File: config.mk
export PLATFORM = sky130hd
export DESIGN_NAME = ufsc_top
export DESIGN_NICKNAME = d
export VERILOG_FILES = /design/src/hw/ufsc_pkg.sv /design/src/hw/ufsc_bit_timer.sv /design/src/hw/ufsc_sync.sv /design/src/hw/ufsc_top.sv
export SDC_FILE = /design/constraint.sdc
export NUM_CORES = 1
export LEC_CHECK = 0
export ABC_AREA = 1
export BUFFER_PORTS_ARGS = -buffer_cell sky130_fd_sc_hd__buf_2
export CORE_ASPECT_RATIO = 0.75
export CORE_MARGIN = 2
export CORE_UTILIZATION = 40
export DETAILED_ROUTE_END_ITERATION = 8
export PLACE_DENSITY = 0.65
export SLEW_MARGIN = 20
export SYNTH_ARGS = -nofsm -noshare
export SYNTH_HDL_FRONTEND = slang
export SYNTH_SLANG_ARGS = --single-unit
File: constraint.sdc
create_clock -name core_clk -period 1.8 [get_ports core_clk]
set_input_delay 0.18 -clock core_clk [delete_from_list [all_inputs] [get_ports core_clk]]
set_output_delay 0.18 -clock core_clk [all_outputs]
set_load 0.02 [all_outputs]
File: src/hw/ufsc_pkg.sv
// constants, offsets and types of the uart frame and status unit
package ufsc_pkg;
  // register offsets
  localparam logic [7:0] ADDR_CSR = 8'h86;
  localparam logic [7:0] ADDR_DBUF = 8'hC1;
  localparam logic [7:0] ADDR_BAUD = 8'hC2;
  localparam logic [7:0] ADDR_UCR = 8'hC4;
  localparam logic [7:0] ADDR_GCR = 8'hC5;
  // serial_control_status fields
  localparam int CSR_MODE = 7;
  localparam int CSR_RX_EN = 6;
  localparam int CSR_SLAVE = 5;
  localparam int CSR_FRAME_ERR = 4;
  localparam int CSR_ERR = 3;
  localparam int CSR_RXB = 2;
  localparam int CSR_TXB = 1;
  localparam int CSR_ACT = 0;
  // uart_frame_control fields
  localparam int UCR_FLUSH = 7;
  localparam int UCR_FLOW = 6;
  localparam int UCR_NINTH_VAL = 5;
  localparam int UCR_NINE_EN = 4;
  localparam int UCR_PAR = 3;
  localparam int UCR_STOP_CNT = 2;
  localparam int UCR_STOP = 1;
  localparam int UCR_START = 0;
  // bit order field of the generic control register
  localparam int GCR_ORDER = 5;
  // reset values
  localparam logic [6:0] UCR_RESET = 7'h02;
  localparam logic [7:0] BAUD_RESET = 8'h00;
  // timing: cycles per baud step, bit period is (divisor+1) steps
  localparam int BAUD_STEP = 16;
  localparam int DATA_BITS = 8;
  localparam int TMR_W = 13;
  typedef enum logic [2:0] {
    ST_IDLE = 3'h0,
    ST_START = 3'h1,
    ST_DATA = 3'h3,
    ST_NINTH = 3'h2,
    ST_STOP1 = 3'h6,
    ST_STOP2 = 3'h7
  } ufsc_st_t;
endpackage

File: src/hw/ufsc_bit_timer.sv
// bit period timer: one-cycle tick enable at the end of each period
`timescale 1ns/100ps
module ufsc_bit_timer #(
  parameter int W = ufsc_pkg::TMR_W
) (
  input wire logic core_clk,
  input wire logic sys_rst,
  input wire logic restart,
  input wire logic [W-1:0] load_val,
  input wire logic [W-1:0] period,
  output logic tick
);
  typedef struct packed {
    logic [W-1:0] cnt;
    logic tick;
  } ufsc_tmr_t;
  ufsc_tmr_t t_reg, t_next;
  always_comb begin
    t_next = t_reg;
    t_next.tick = 1'b0;
    if (restart) begin
      t_next.cnt = load_val;
    end else if (t_reg.cnt == '0) begin
      t_next.cnt = period - W'(1);
      t_next.tick = 1'b1;
    end else begin
      t_next.cnt = t_reg.cnt - W'(1);
    end
  end
  always_ff @(posedge core_clk) begin
    if (sys_rst) begin
      t_reg <= '0;
    end else begin
      t_reg <= t_next;
    end
  end
  assign tick = t_reg.tick;
endmodule // ufsc_bit_timer

File: src/hw/ufsc_sync.sv
// two flip-flop synchroniser for a pin input
`timescale 1ns/100ps
module ufsc_sync #(
  parameter logic RST_VAL = 1'b1
) (
  input wire logic core_clk,
  input wire logic sys_rst,
  input wire logic pin_in,
  output logic pin_sync
);
  typedef struct packed {
    logic meta;
    logic sync;
  } ufsc_sync_t;
  ufsc_sync_t s_reg, s_next;
  always_comb begin
    s_next.meta = pin_in;
    s_next.sync = s_reg.meta;
  end
  always_ff @(posedge core_clk) begin
    if (sys_rst) begin
      s_reg <= {RST_VAL, RST_VAL};
    end else begin
      s_reg <= s_next;
    end
  end
  assign pin_sync = s_reg.sync;
endmodule // ufsc_sync

File: src/hw/ufsc_top.sv
// uart framing, flags and control registers
// Function
// - a received stop bit at the wrong level sets the framing error flag
// - rx complete and byte flag rise on good first stop; bad second stop errs later
// - parity failure sets parity error flag, bit 3, cleared only by writing zero
// - a received character ready sets byte received, bit 2, cleared by writing zero
// - last written byte fully sent sets byte transmitted, bit 1, software only clears
// - read-only bit 0 shows one while transmitting or receiving
// - writing one to flush, bit 7, aborts everything to idle; reads zero
// - flow bit 6 enables request-to-send and clear-to-send handshaking
// - without parity in nine-bit mode the ninth bit sends bit 5
// - with parity, bit 5 zero means even parity, one means odd
// - bit 4 selects eight or nine bit characters; parity, bit 3, forces nine
// - bit 3 turns on parity generation and checking
// - bit 2 selects one or two stop bits
// - bit 1, reset one, sets stop bit level for transmit and check
// - bit 0 sets start level; idle line is its opposite
// - bit order setting sends least significant first at zero, most at one
// - reception starts only while receiver enable is one
`timescale 1ns/100ps
module ufsc_top (
  input wire logic core_clk,
  input wire logic sys_rst,
  input wire logic [7:0] reg_addr,
  input wire logic [7:0] reg_wdata,
  input wire logic reg_wr,
  input wire logic reg_rd,
  output logic [7:0] reg_rdata,
  input wire logic rxd,
  output logic txd,
  input wire logic cts_n,
  output logic rts_n,
  output logic rx_complete_irq_flag
);
  // ==========================================================
  // state
  typedef struct packed {
    logic [6:0] ucr;
    logic mode;
    logic rx_en;
    logic slave;
    logic frame_err;
    logic err;
    logic rxb;
    logic txb;
    logic order;
    logic [7:0] baud;
    logic [7:0] txhold;
    logic txpend;
    ufsc_pkg::ufsc_st_t txst;
    logic [8:0] txsh;
    logic [3:0] txcnt;
    logic txd;
    ufsc_pkg::ufsc_st_t rxst;
    logic [8:0] rxsh;
    logic [3:0] rxcnt;
    logic [7:0] rxbuf;
    logic rxirq;
    logic rts_n;
    logic [7:0] rdata;
  } ufsc_state_t;
  ufsc_state_t r_reg, r_next;

  function automatic logic [7:0] ufsc_order(input logic [7:0] d, input logic msb);
    ufsc_order = msb ? {<<{d}} : d;
  endfunction

  // ==========================================================
  // pins and timers
  logic rx_s, cts_s, tx_tick, rx_tick, active_w, flush_w;
  logic [ufsc_pkg::TMR_W-1:0] per_w, half_w;
  logic frm_flow, frm_ninth_val, frm_nine, frm_par, frm_two_stop, frm_stop, frm_start;
  logic [7:0] rx_data_w;
  logic rx_ninth_w, par_bad_w, stop_ok_w;

  ufsc_sync #(.RST_VAL(1'b1)) u_rx_sync (
    .core_clk(core_clk),
    .sys_rst(sys_rst),
    .pin_in(rxd),
    .pin_sync(rx_s)
  );
  ufsc_sync #(.RST_VAL(1'b1)) u_cts_sync (
    .core_clk(core_clk),
    .sys_rst(sys_rst),
    .pin_in(cts_n),
    .pin_sync(cts_s)
  );

  assign per_w = {1'b0, r_reg.baud, 4'h0} + ufsc_pkg::TMR_W'(ufsc_pkg::BAUD_STEP);
  assign half_w = per_w >> 1;

  ufsc_bit_timer u_tx_tmr (
    .core_clk(core_clk),
    .sys_rst(sys_rst),
    .restart(r_reg.txst == ufsc_pkg::ST_IDLE),
    .load_val(per_w - ufsc_pkg::TMR_W'(2)),
    .period(per_w),
    .tick(tx_tick)
  );
  // receiver waits half a period after the start edge to sample mid-bit
  ufsc_bit_timer u_rx_tmr (
    .core_clk(core_clk),
    .sys_rst(sys_rst),
    .restart(r_reg.rxst == ufsc_pkg::ST_IDLE),
    .load_val(half_w - ufsc_pkg::TMR_W'(1)),
    .period(per_w),
    .tick(rx_tick)
  );

  // ==========================================================
  // decoded format
  assign frm_flow = r_reg.ucr[ufsc_pkg::UCR_FLOW];
  assign frm_ninth_val = r_reg.ucr[ufsc_pkg::UCR_NINTH_VAL];
  assign frm_par = r_reg.ucr[ufsc_pkg::UCR_PAR];
  assign frm_nine = r_reg.ucr[ufsc_pkg::UCR_NINE_EN] | frm_par;
  assign frm_two_stop = r_reg.ucr[ufsc_pkg::UCR_STOP_CNT];
  assign frm_stop = r_reg.ucr[ufsc_pkg::UCR_STOP];
  assign frm_start = r_reg.ucr[ufsc_pkg::UCR_START];
  assign rx_data_w = ufsc_order(r_reg.rxsh[7:0], r_reg.order);
  assign rx_ninth_w = r_reg.rxsh[8];
  assign par_bad_w = frm_par & (rx_ninth_w != (^rx_data_w ^ frm_ninth_val));
  assign stop_ok_w = (rx_s == frm_stop);
  assign active_w = (r_reg.txst != ufsc_pkg::ST_IDLE) | (r_reg.rxst != ufsc_pkg::ST_IDLE)
    | r_reg.txpend;
  assign flush_w = reg_wr & (reg_addr == ufsc_pkg::ADDR_UCR) & reg_wdata[ufsc_pkg::UCR_FLUSH];

  // ==========================================================
  // next state
  always_comb begin
    logic set_frm, set_err, set_rxb, set_txb;
    set_frm = 1'b0;
    set_err = 1'b0;
    set_rxb = 1'b0;
    set_txb = 1'b0;
    r_next = r_reg;
    r_next.rxirq = 1'b0;
    r_next.rdata = 8'h00;
    // register reads, data in the following cycle only
    if (reg_rd) begin
      case (reg_addr)
        ufsc_pkg::ADDR_CSR: r_next.rdata = {r_reg.mode, r_reg.rx_en, r_reg.slave, r_reg.frame_err,
          r_reg.err, r_reg.rxb, r_reg.txb, active_w};
        ufsc_pkg::ADDR_DBUF: r_next.rdata = r_reg.rxbuf;
        ufsc_pkg::ADDR_BAUD: r_next.rdata = r_reg.baud;
        ufsc_pkg::ADDR_UCR: r_next.rdata = {1'b0, r_reg.ucr};
        ufsc_pkg::ADDR_GCR: r_next.rdata = {2'h0, r_reg.order, 5'h00};
        default: r_next.rdata = 8'h00;
      endcase
    end
    // register writes; status flags can only be cleared by software
    if (reg_wr) begin
      case (reg_addr)
        ufsc_pkg::ADDR_CSR: begin
          r_next.mode = reg_wdata[ufsc_pkg::CSR_MODE];
          r_next.rx_en = reg_wdata[ufsc_pkg::CSR_RX_EN];
          r_next.slave = reg_wdata[ufsc_pkg::CSR_SLAVE];
          r_next.frame_err = r_reg.frame_err & reg_wdata[ufsc_pkg::CSR_FRAME_ERR];
          r_next.err = r_reg.err & reg_wdata[ufsc_pkg::CSR_ERR];
          r_next.rxb = r_reg.rxb & reg_wdata[ufsc_pkg::CSR_RXB];
          r_next.txb = r_reg.txb & reg_wdata[ufsc_pkg::CSR_TXB];
        end
        ufsc_pkg::ADDR_DBUF: begin
          r_next.txhold = reg_wdata;
          r_next.txpend = 1'b1;
        end
        ufsc_pkg::ADDR_BAUD: r_next.baud = reg_wdata;
        ufsc_pkg::ADDR_UCR: r_next.ucr = reg_wdata[6:0];
        ufsc_pkg::ADDR_GCR: r_next.order = reg_wdata[ufsc_pkg::GCR_ORDER];
        default: r_next.order = r_reg.order;
      endcase
    end
    // transmitter
    unique case (r_reg.txst)
      ufsc_pkg::ST_IDLE: begin
        r_next.txd = ~frm_start;
        if (r_reg.txpend && (!frm_flow || !cts_s)) begin
          r_next.txst = ufsc_pkg::ST_START;
          r_next.txd = frm_start;
          r_next.txsh = {frm_par ? (^r_reg.txhold ^ frm_ninth_val) : frm_ninth_val,
            ufsc_order(r_reg.txhold, r_reg.order)};
          r_next.txcnt = 4'h0;
          r_next.txpend = reg_wr & (reg_addr == ufsc_pkg::ADDR_DBUF);
        end
      end
      ufsc_pkg::ST_START: begin
        if (tx_tick) begin
          r_next.txst = ufsc_pkg::ST_DATA;
          r_next.txd = r_reg.txsh[0];
        end
      end
      ufsc_pkg::ST_DATA: begin
        if (tx_tick) begin
          r_next.txsh = {1'b0, r_reg.txsh[8:1]};
          r_next.txcnt = r_reg.txcnt + 4'h1;
          if (r_reg.txcnt == 4'(ufsc_pkg::DATA_BITS - 1)) begin
            r_next.txst = frm_nine ? ufsc_pkg::ST_NINTH : ufsc_pkg::ST_STOP1;
            r_next.txd = frm_nine ? r_reg.txsh[1] : frm_stop;
          end else begin
            r_next.txd = r_reg.txsh[1];
          end
        end
      end
      ufsc_pkg::ST_NINTH: begin
        if (tx_tick) begin
          r_next.txst = ufsc_pkg::ST_STOP1;
          r_next.txd = frm_stop;
        end
      end
      ufsc_pkg::ST_STOP1: begin
        if (tx_tick) begin
          r_next.txst = frm_two_stop ? ufsc_pkg::ST_STOP2 : ufsc_pkg::ST_IDLE;
          r_next.txd = frm_two_stop ? frm_stop : ~frm_start;
          set_txb = ~frm_two_stop & ~r_reg.txpend;
        end
      end
      ufsc_pkg::ST_STOP2: begin
        if (tx_tick) begin
          r_next.txst = ufsc_pkg::ST_IDLE;
          r_next.txd = ~frm_start;
          set_txb = ~r_reg.txpend;
        end
      end
      default: r_next.txst = ufsc_pkg::ST_IDLE;
    endcase
    // receiver
    unique case (r_reg.rxst)
      ufsc_pkg::ST_IDLE: begin
        if (r_reg.rx_en && rx_s == frm_start) begin
          r_next.rxst = ufsc_pkg::ST_START;
        end
      end
      ufsc_pkg::ST_START: begin
        if (rx_tick) begin
          r_next.rxst = (rx_s == frm_start) ? ufsc_pkg::ST_DATA : ufsc_pkg::ST_IDLE;
          r_next.rxcnt = 4'h0;
        end
      end
      ufsc_pkg::ST_DATA: begin
        if (rx_tick) begin
          r_next.rxsh[7:0] = {rx_s, r_reg.rxsh[7:1]};
          r_next.rxcnt = r_reg.rxcnt + 4'h1;
          if (r_reg.rxcnt == 4'(ufsc_pkg::DATA_BITS - 1)) begin
            r_next.rxst = frm_nine ? ufsc_pkg::ST_NINTH : ufsc_pkg::ST_STOP1;
            r_next.rxsh[8] = 1'b0;
          end
        end
      end
      ufsc_pkg::ST_NINTH: begin
        if (rx_tick) begin
          r_next.rxsh[8] = rx_s;
          r_next.rxst = ufsc_pkg::ST_STOP1;
        end
      end
      ufsc_pkg::ST_STOP1: begin
        if (rx_tick) begin
          if (stop_ok_w) begin
            set_rxb = 1'b1;
            r_next.rxirq = 1'b1;
            set_err = par_bad_w;
            r_next.rxbuf = rx_data_w;
            r_next.rxst = frm_two_stop ? ufsc_pkg::ST_STOP2 : ufsc_pkg::ST_IDLE;
          end else begin
            set_frm = 1'b1;
            r_next.rxst = ufsc_pkg::ST_IDLE;
          end
        end
      end
      ufsc_pkg::ST_STOP2: begin
        if (rx_tick) begin
          set_frm = ~stop_ok_w;
          r_next.rxst = ufsc_pkg::ST_IDLE;
        end
      end
      default: r_next.rxst = ufsc_pkg::ST_IDLE;
    endcase
    // flush aborts both directions and drops buffered data
    if (flush_w) begin
      r_next.txst = ufsc_pkg::ST_IDLE;
      r_next.rxst = ufsc_pkg::ST_IDLE;
      r_next.txpend = 1'b0;
      r_next.txd = ~reg_wdata[ufsc_pkg::UCR_START];
      r_next.rxbuf = 8'h00;
      r_next.rxirq = 1'b0;
      set_rxb = 1'b0;
      set_txb = 1'b0;
      set_err = 1'b0;
      set_frm = 1'b0;
    end
    // hardware set wins over a software clear in the same cycle
    r_next.frame_err = r_next.frame_err | set_frm;
    r_next.err = r_next.err | set_err;
    r_next.rxb = r_next.rxb | set_rxb;
    r_next.txb = r_next.txb | set_txb;
    // with flow on, ask the far end to send only when a received byte can be taken; asserted always with flow off
    r_next.rts_n = r_next.ucr[ufsc_pkg::UCR_FLOW] ? ~(r_next.rx_en & ~r_next.rxb) : 1'b0;
  end

  always_ff @(posedge core_clk) begin
    if (sys_rst) begin
      r_reg <= '0;
      r_reg.ucr <= ufsc_pkg::UCR_RESET;
      r_reg.baud <= ufsc_pkg::BAUD_RESET;
      r_reg.txd <= 1'b1;
      r_reg.txst <= ufsc_pkg::ST_IDLE;
      r_reg.rxst <= ufsc_pkg::ST_IDLE;
    end else begin
      r_reg <= r_next;
    end
  end

  assign reg_rdata = r_reg.rdata;
  assign txd = r_reg.txd;
  assign rts_n = r_reg.rts_n;
  assign rx_complete_irq_flag = r_reg.rxirq;
endmodule // ufsc_top
# ---- Word level (Yosys, flattened, before mapping)
# Cells that the tools add are included.
dict set report classes {
  addsub 8
  n_eq_ne 39
  muxes 68
  bitwise_logic 30
  reduce_logical 36
}
# op count
set ops {}
lappend ops {{two-way mux 13 bit} 4}
lappend ops {{== test 8 bit, second input constant} 5}
lappend ops {{case mux 8 bit (5 select lines)} 1}
lappend ops {{subtractor 13 x 1 -> 13 bit, second input constant} 3}
lappend ops {{two-way mux 3 bit} 12}
lappend ops {{case mux 3 bit (6 select lines)} 2}
lappend ops {{two-way mux 32 bit} 1}
lappend ops {{two-way mux 1 bit} 28}
lappend ops {{zero test 13 bit} 2}
lappend ops {{case mux 13 bit (2 select lines)} 1}
lappend ops {{two-way mux 8 bit} 3}
lappend ops {{!= test 2 x 1 -> 1 bit, second input constant} 10}
lappend ops {{two-way mux 18 bit} 1}
lappend ops {{two-way mux 17 bit} 1}
lappend ops {{two-way mux 16 bit} 1}
lappend ops {{two-way mux 4 bit} 4}
lappend ops {{parity 8 bit} 2}
lappend ops {{!= test 3 x 2 -> 1 bit, second input constant} 5}
lappend ops {{two-way mux 7 bit} 2}
lappend ops {{AND reduction 7 bit} 2}
lappend ops {{adder 12 x 5 -> 13 bit, second input constant} 1}
lappend ops {{subtractor 12 x 1 -> 13 bit, second input constant} 1}
lappend ops {{subtractor 13 x 2 -> 13 bit, second input constant} 1}
lappend ops {{== test 3 x 2 -> 1 bit, second input constant} 4}
lappend ops {{other kinds (29)} 84}
dict set report totals {
  register_bits 115
  inputBits 22
}

# ---- Depth between registers and ports, before layout
dict set report logic_depth {
  depth_word 10
  depth_mapped 13
  mapped_depth_nobuf 13
}

# ---- Hierarchy
# From an unflattened synthesis, not the netlist that was laid out.
dict set report unflattened {
  cells_unflattened 1072
  area_unflattened_um2 7085.5
}
# module n_inst cells_per_inst area_each_um2 seq_area_each_um2
set by_module_without_submodules {}
lappend by_module_without_submodules {ufsc_top 1 654 4513.1 1661.6}
lappend by_module_without_submodules {ufsc_bit_timer 2 202 1227.4 280.3}
lappend by_module_without_submodules {ufsc_sync 2 7 58.8 40.0}

# ---- Least setup slack after synthesis
# OpenSTA, ideal clock, no wires.
dict set report synth_path {
  path_kind {register to register}
  startpoint {register r_reg[60] (netlist name)}
  endpoint {register u_tx_tmr.t_reg[10] (netlist name)}
  setup_ns 0.118
  t_arrival_ns 1.529
  t_required_ns 1.682
  slack_ns 0.153
  path_stages_with_launch 12
  period_less_slack_ns 1.647
  cell_sequence {dfxtp_1 ha_1 nand2_1 inv_1 nor2_1 nor2_2 nand2_2 nor2_4 nand2_1 and2_1 o21ai_1 nor2_1}
}
dict set report synth_via {
  elab_chain_cells 4
  elab_cells_between_ends 5
  cone_classes {add/sub: 3; mux: 2}
}
# element line
set synth_lines {}
lappend synth_lines {{from (decl)} ufsc_top.sv:62} ;# ufsc_state_t r_reg, r_next;
lappend synth_lines {{from (signal assigned)} ufsc_top.sv:307} ;# r_reg <= r_next;
lappend synth_lines {{adder 12 x 5 -> 13 bit (*)} ufsc_top.sv:89} ;# assign per_w = {1'b0, r_reg.baud, 4'h0} + ufsc_pkg::TMR_W'(ufsc_pkg::BAUD_STEP);
lappend synth_lines {{subtractor 13 x 1 -> 13 bit} ufsc_bit_timer.sv:24} ;# t_next.cnt = period - W'(1);
lappend synth_lines {{two-way mux 13 bit} ufsc_bit_timer.sv:23} ;# end else if (t_reg.cnt == '0) begin
lappend synth_lines {{two-way mux 13 bit (*)} ufsc_bit_timer.sv:21} ;# if (restart) begin
lappend synth_lines {{to (signal assigned)} ufsc_bit_timer.sv:34} ;# t_reg <= t_next;
lappend synth_lines {{to (decl)} ufsc_bit_timer.sv:17} ;# ufsc_tmr_t t_reg, t_next;
# Every way passes the cells marked *; elsewhere a longest branch is shown, timed or not.
# A chain may end at the register's enable or synchronous reset.

# ---- Worst setup path in the final report
dict set report layout_path {
  startpoint {register r_reg[63] (netlist name)}
  endpoint {register u_rx_tmr.t_reg[12] (netlist name)}
}
dict set report layout_via {
  elab_chain_cells 4
  elab_cells_between_ends 5
  cone_classes {add/sub: 3; mux: 2}
}
# element line
set layout_lines {}
lappend layout_lines {{adder 12 x 5 -> 13 bit (*)} ufsc_top.sv:89}
lappend layout_lines {{subtractor 13 x 1 -> 13 bit} ufsc_bit_timer.sv:24}
lappend layout_lines {{two-way mux 13 bit} ufsc_bit_timer.sv:23}
lappend layout_lines {{two-way mux 13 bit (*)} ufsc_bit_timer.sv:21}
lappend layout_lines {{to (signal assigned)} ufsc_bit_timer.sv:34}
lappend layout_lines {{to (decl)} ufsc_bit_timer.sv:17}
# Marked as above.

==> metrics.txt <==
status=completed; met3 WL=1190 um; largest net degree at the start of global routing=40; Initial Util=0.413; PwrDens=938 nW/um^2; number of global-route vias before repair=5,567; WP data arrival=2020 ps; sequential-to-total area share from yosys stat=0.362; Adder-Cell Fraction of Synth Area=0.00985; final worst slack=88.1 ps; Tot GR Track Use=0.208; hold depth=3; reg2reg path depth=9; Syn. warnings=0; Overall Power=7080 uW; Clock Skews=8.00 ps; largest family of logic cells by synthesized area=simple AND/OR/NAND/NOR gates; Horiz. Die Dim=150 um; count of final setup violators=0; initial antenna violation count=0; syn_area_per_cell=6.69 um^2; asr flop ratio synth=0; Clk Latency, worst-skew pair=420 ps; Tmin final=1710 ps; critical path class=flop to flop; Peak VDD IR=0.564 mV; Bufs on Longest Clock Path=2; final max-slew violation count=0; Worst Setup Start Kind=flop; final period utilization=0.951; met2 wire length=6690 um; highest routed layer=met4; Crit. End Element=flop; # Post-CTS Setup Buffers=0; top_reg_cell synth=dfxtp_1; DP Area=6780 um^2; DRC viols=0; Clock transition at path regs=60 ps; core area=15,400 um^2; share of layout cells above drive strength 1=0.148; area growth from synthesis to layout=18.8%; Slew HR=0.539; RePlAce Congestion=0.919; worst slew pin tran=684 ps; Crit Path Max Fanout=7; H-tree levels=4; Hold Violations, Final=0; IO buf count=32; mux cell area share after synthesis=0; aggregate global routing overflow=0; area share of the largest cell type after synthesis=0.362; Num CTS Buffers=17; Synth Cell Area=6350 um^2; Layout Nets=1,019; synth top area cells=dfxtp_1 36%, nand2_1 15%, inv_1 6.9%; first-pass GRT wire length=28,000 um; Hold WC Path Type=input pin to flop; clock root cell=clkbuf_16; XOR/XNOR share of the synthesized area=0.0288; Post-synth EDFFs=0; Leak=0.00325 uW; worst path required time=2110 ps; Highest Clock Rate=0.584 GHz; met1 WL=8990 um; Place WS=3.26 ps; CTS tree=built; total length of routed wires=17,100 um; I/O pin cnt=33; Die Y=113 um; Post-Syn Nets=977; Mapped Cells=950; Starting DRT DRC Count=529; Yosys reg bits=115; Cell Rows=39; wire per inst=14.1 um; simple-gate share of the synthesized area=0.308; Yosys top cell by area=dfxtp_1; total number of vias=6,206; library cells used by synthesis=47; Compound-Gate Fraction of Synth Area=0.186; Die Area=16,900 um^2; max FFs per register=66; Vias/cell=5.13; fin area=7550 um^2; antenna-violating nets left=0; clock sink count=115; n_diodes=0; Max-cap violations=0; Post-DP HPWL=12,500 um; Fin Setup TNS=0 ps; Pre-Repair DR Iteration Count=6
## cell usage after synthesis (2+ instances only)
| master | number |
|---|---|
| nand2_1 | 248 |
| inv_1 | 117 |
| dfxtp_1 | 115 |
| a21oi_1 | 87 |
| o21ai_0 | 72 |
| nor2_1 | 66 |
| nand3_1 | 48 |
| nor3_1 | 18 |
| nand2_2 | 13 |
| nand4_1 | 13 |
| o211ai_1 | 13 |
| buf_2 | 12 |
| o21ai_1 | 12 |
| buf_4 | 11 |
| xor2_1 | 10 |
| clkbuf_1 | 9 |
| xnor2_1 | 9 |
| inv_2 | 8 |
| a31oi_1 | 7 |
| nor2_4 | 6 |
| a211oi_1 | 5 |
| ha_1 | 5 |
| nand3_2 | 4 |
| nor2_2 | 4 |
| nor3_2 | 4 |
| or2_2 | 4 |
| a41oi_1 | 3 |
| o22ai_1 | 3 |
| a21oi_4 | 2 |
| and2_1 | 2 |
| and3_1 | 2 |
| buf_1 | 2 |
| o31ai_1 | 2 |
## per-layer routing
| metal | global-route usage | up-vias |
|---|---|---|
| met4 | 0.0610 | 0 |
| met2 | 0.290 | 182 |
| met1 | 0.322 | 2817 |
| met3 | 0.0395 | 16 |
| li1 | - | 3191 |
| met5 | 0 | - |
## cell usage in the layout, fill, tap and decap left out, types with 13 or more instances in the layout
| cell type | n |
|---|---|
| nand2_1 | 245 |
| inv_1 | 116 |
| dfxtp_1 | 113 |
| a21oi_1 | 87 |
| o21ai_0 | 71 |
| nor2_1 | 63 |
| nand3_1 | 48 |
| buf_2 | 32 |
| buf_4 | 22 |
| clkbuf_16 | 17 |
| nand2_2 | 16 |
| nor3_1 | 16 |
| o21ai_1 | 13 |
| o211ai_1 | 13 |
| nand4_1 | 13 |
## layout make-up
type	count	area, um^2
timing repair buffer	58	385
inverter	126	473
fill	1545	7830
clock buffer	20	457
multi-input combinational	674	3440
sequential	115	2300
tap	205	256
clock inverter	12	226
## timing repair
action / in CTS / in global routing
gates resized for setup: 0 / 17
hold buffers: 2 / 0
endpoints found under the setup margin: 0 / 12
endpoints found under the hold margin: 2 / 0
## per-stage QoR
| step | hold WS (ps) | utilization | cells |
|---|---|---|---|
| after floorplan | 284 | - | 950 |
| after global placement | 368 | 0.441 | 1176 |
| after detailed placement | 371 | 0.441 | 1176 |
| after CTS | 40.1 | 0.487 | 1210 |
| after global routing | 83.9 | 0.491 | 1210 |
| final | 42.6 | 0.491 | 1210 |
## worst paths after layout
kind                            slack [ps]                   to                 start
worst max-delay path                    90   u_rx_tmr.t_reg[12]             r_reg[63]
worst min-delay path                    40             frm_stop          reg_wdata[1]
worst max register to register          90   u_rx_tmr.t_reg[12]             r_reg[63]
worst min register to register         420  u_cts_sync.pin_sync  u_cts_sync.s_next[0]
## report_power, final
group	internal (uW)	switching, uW	leakage (uW)	total (uW)
registers	2590	41.2	0.000930	2630
logic	178	340	0.00199	518
clock network	2680	1260	0.000327	3930
## critical path: stages, from the launching register on
cell and delay, ps:
dfxtp_1 480, nand2_2 150, nor2_1 150, nand2_2 120, xor2_4 240, nand4_1 200, nand2_1 110, nand2_1 50
nand2_1 70, nor2_2 30
## cells by family after synthesis
kind of cell	Yosys count
XOR/XNOR	20
AO/OA/AOI/OAI	212
buffers and inverters	161
flip-flops	115
adder cells (fa/ha/maj)	5
AND/OR/NAND/NOR	437
No activity file was read; power rests on OpenSTA's default activity.
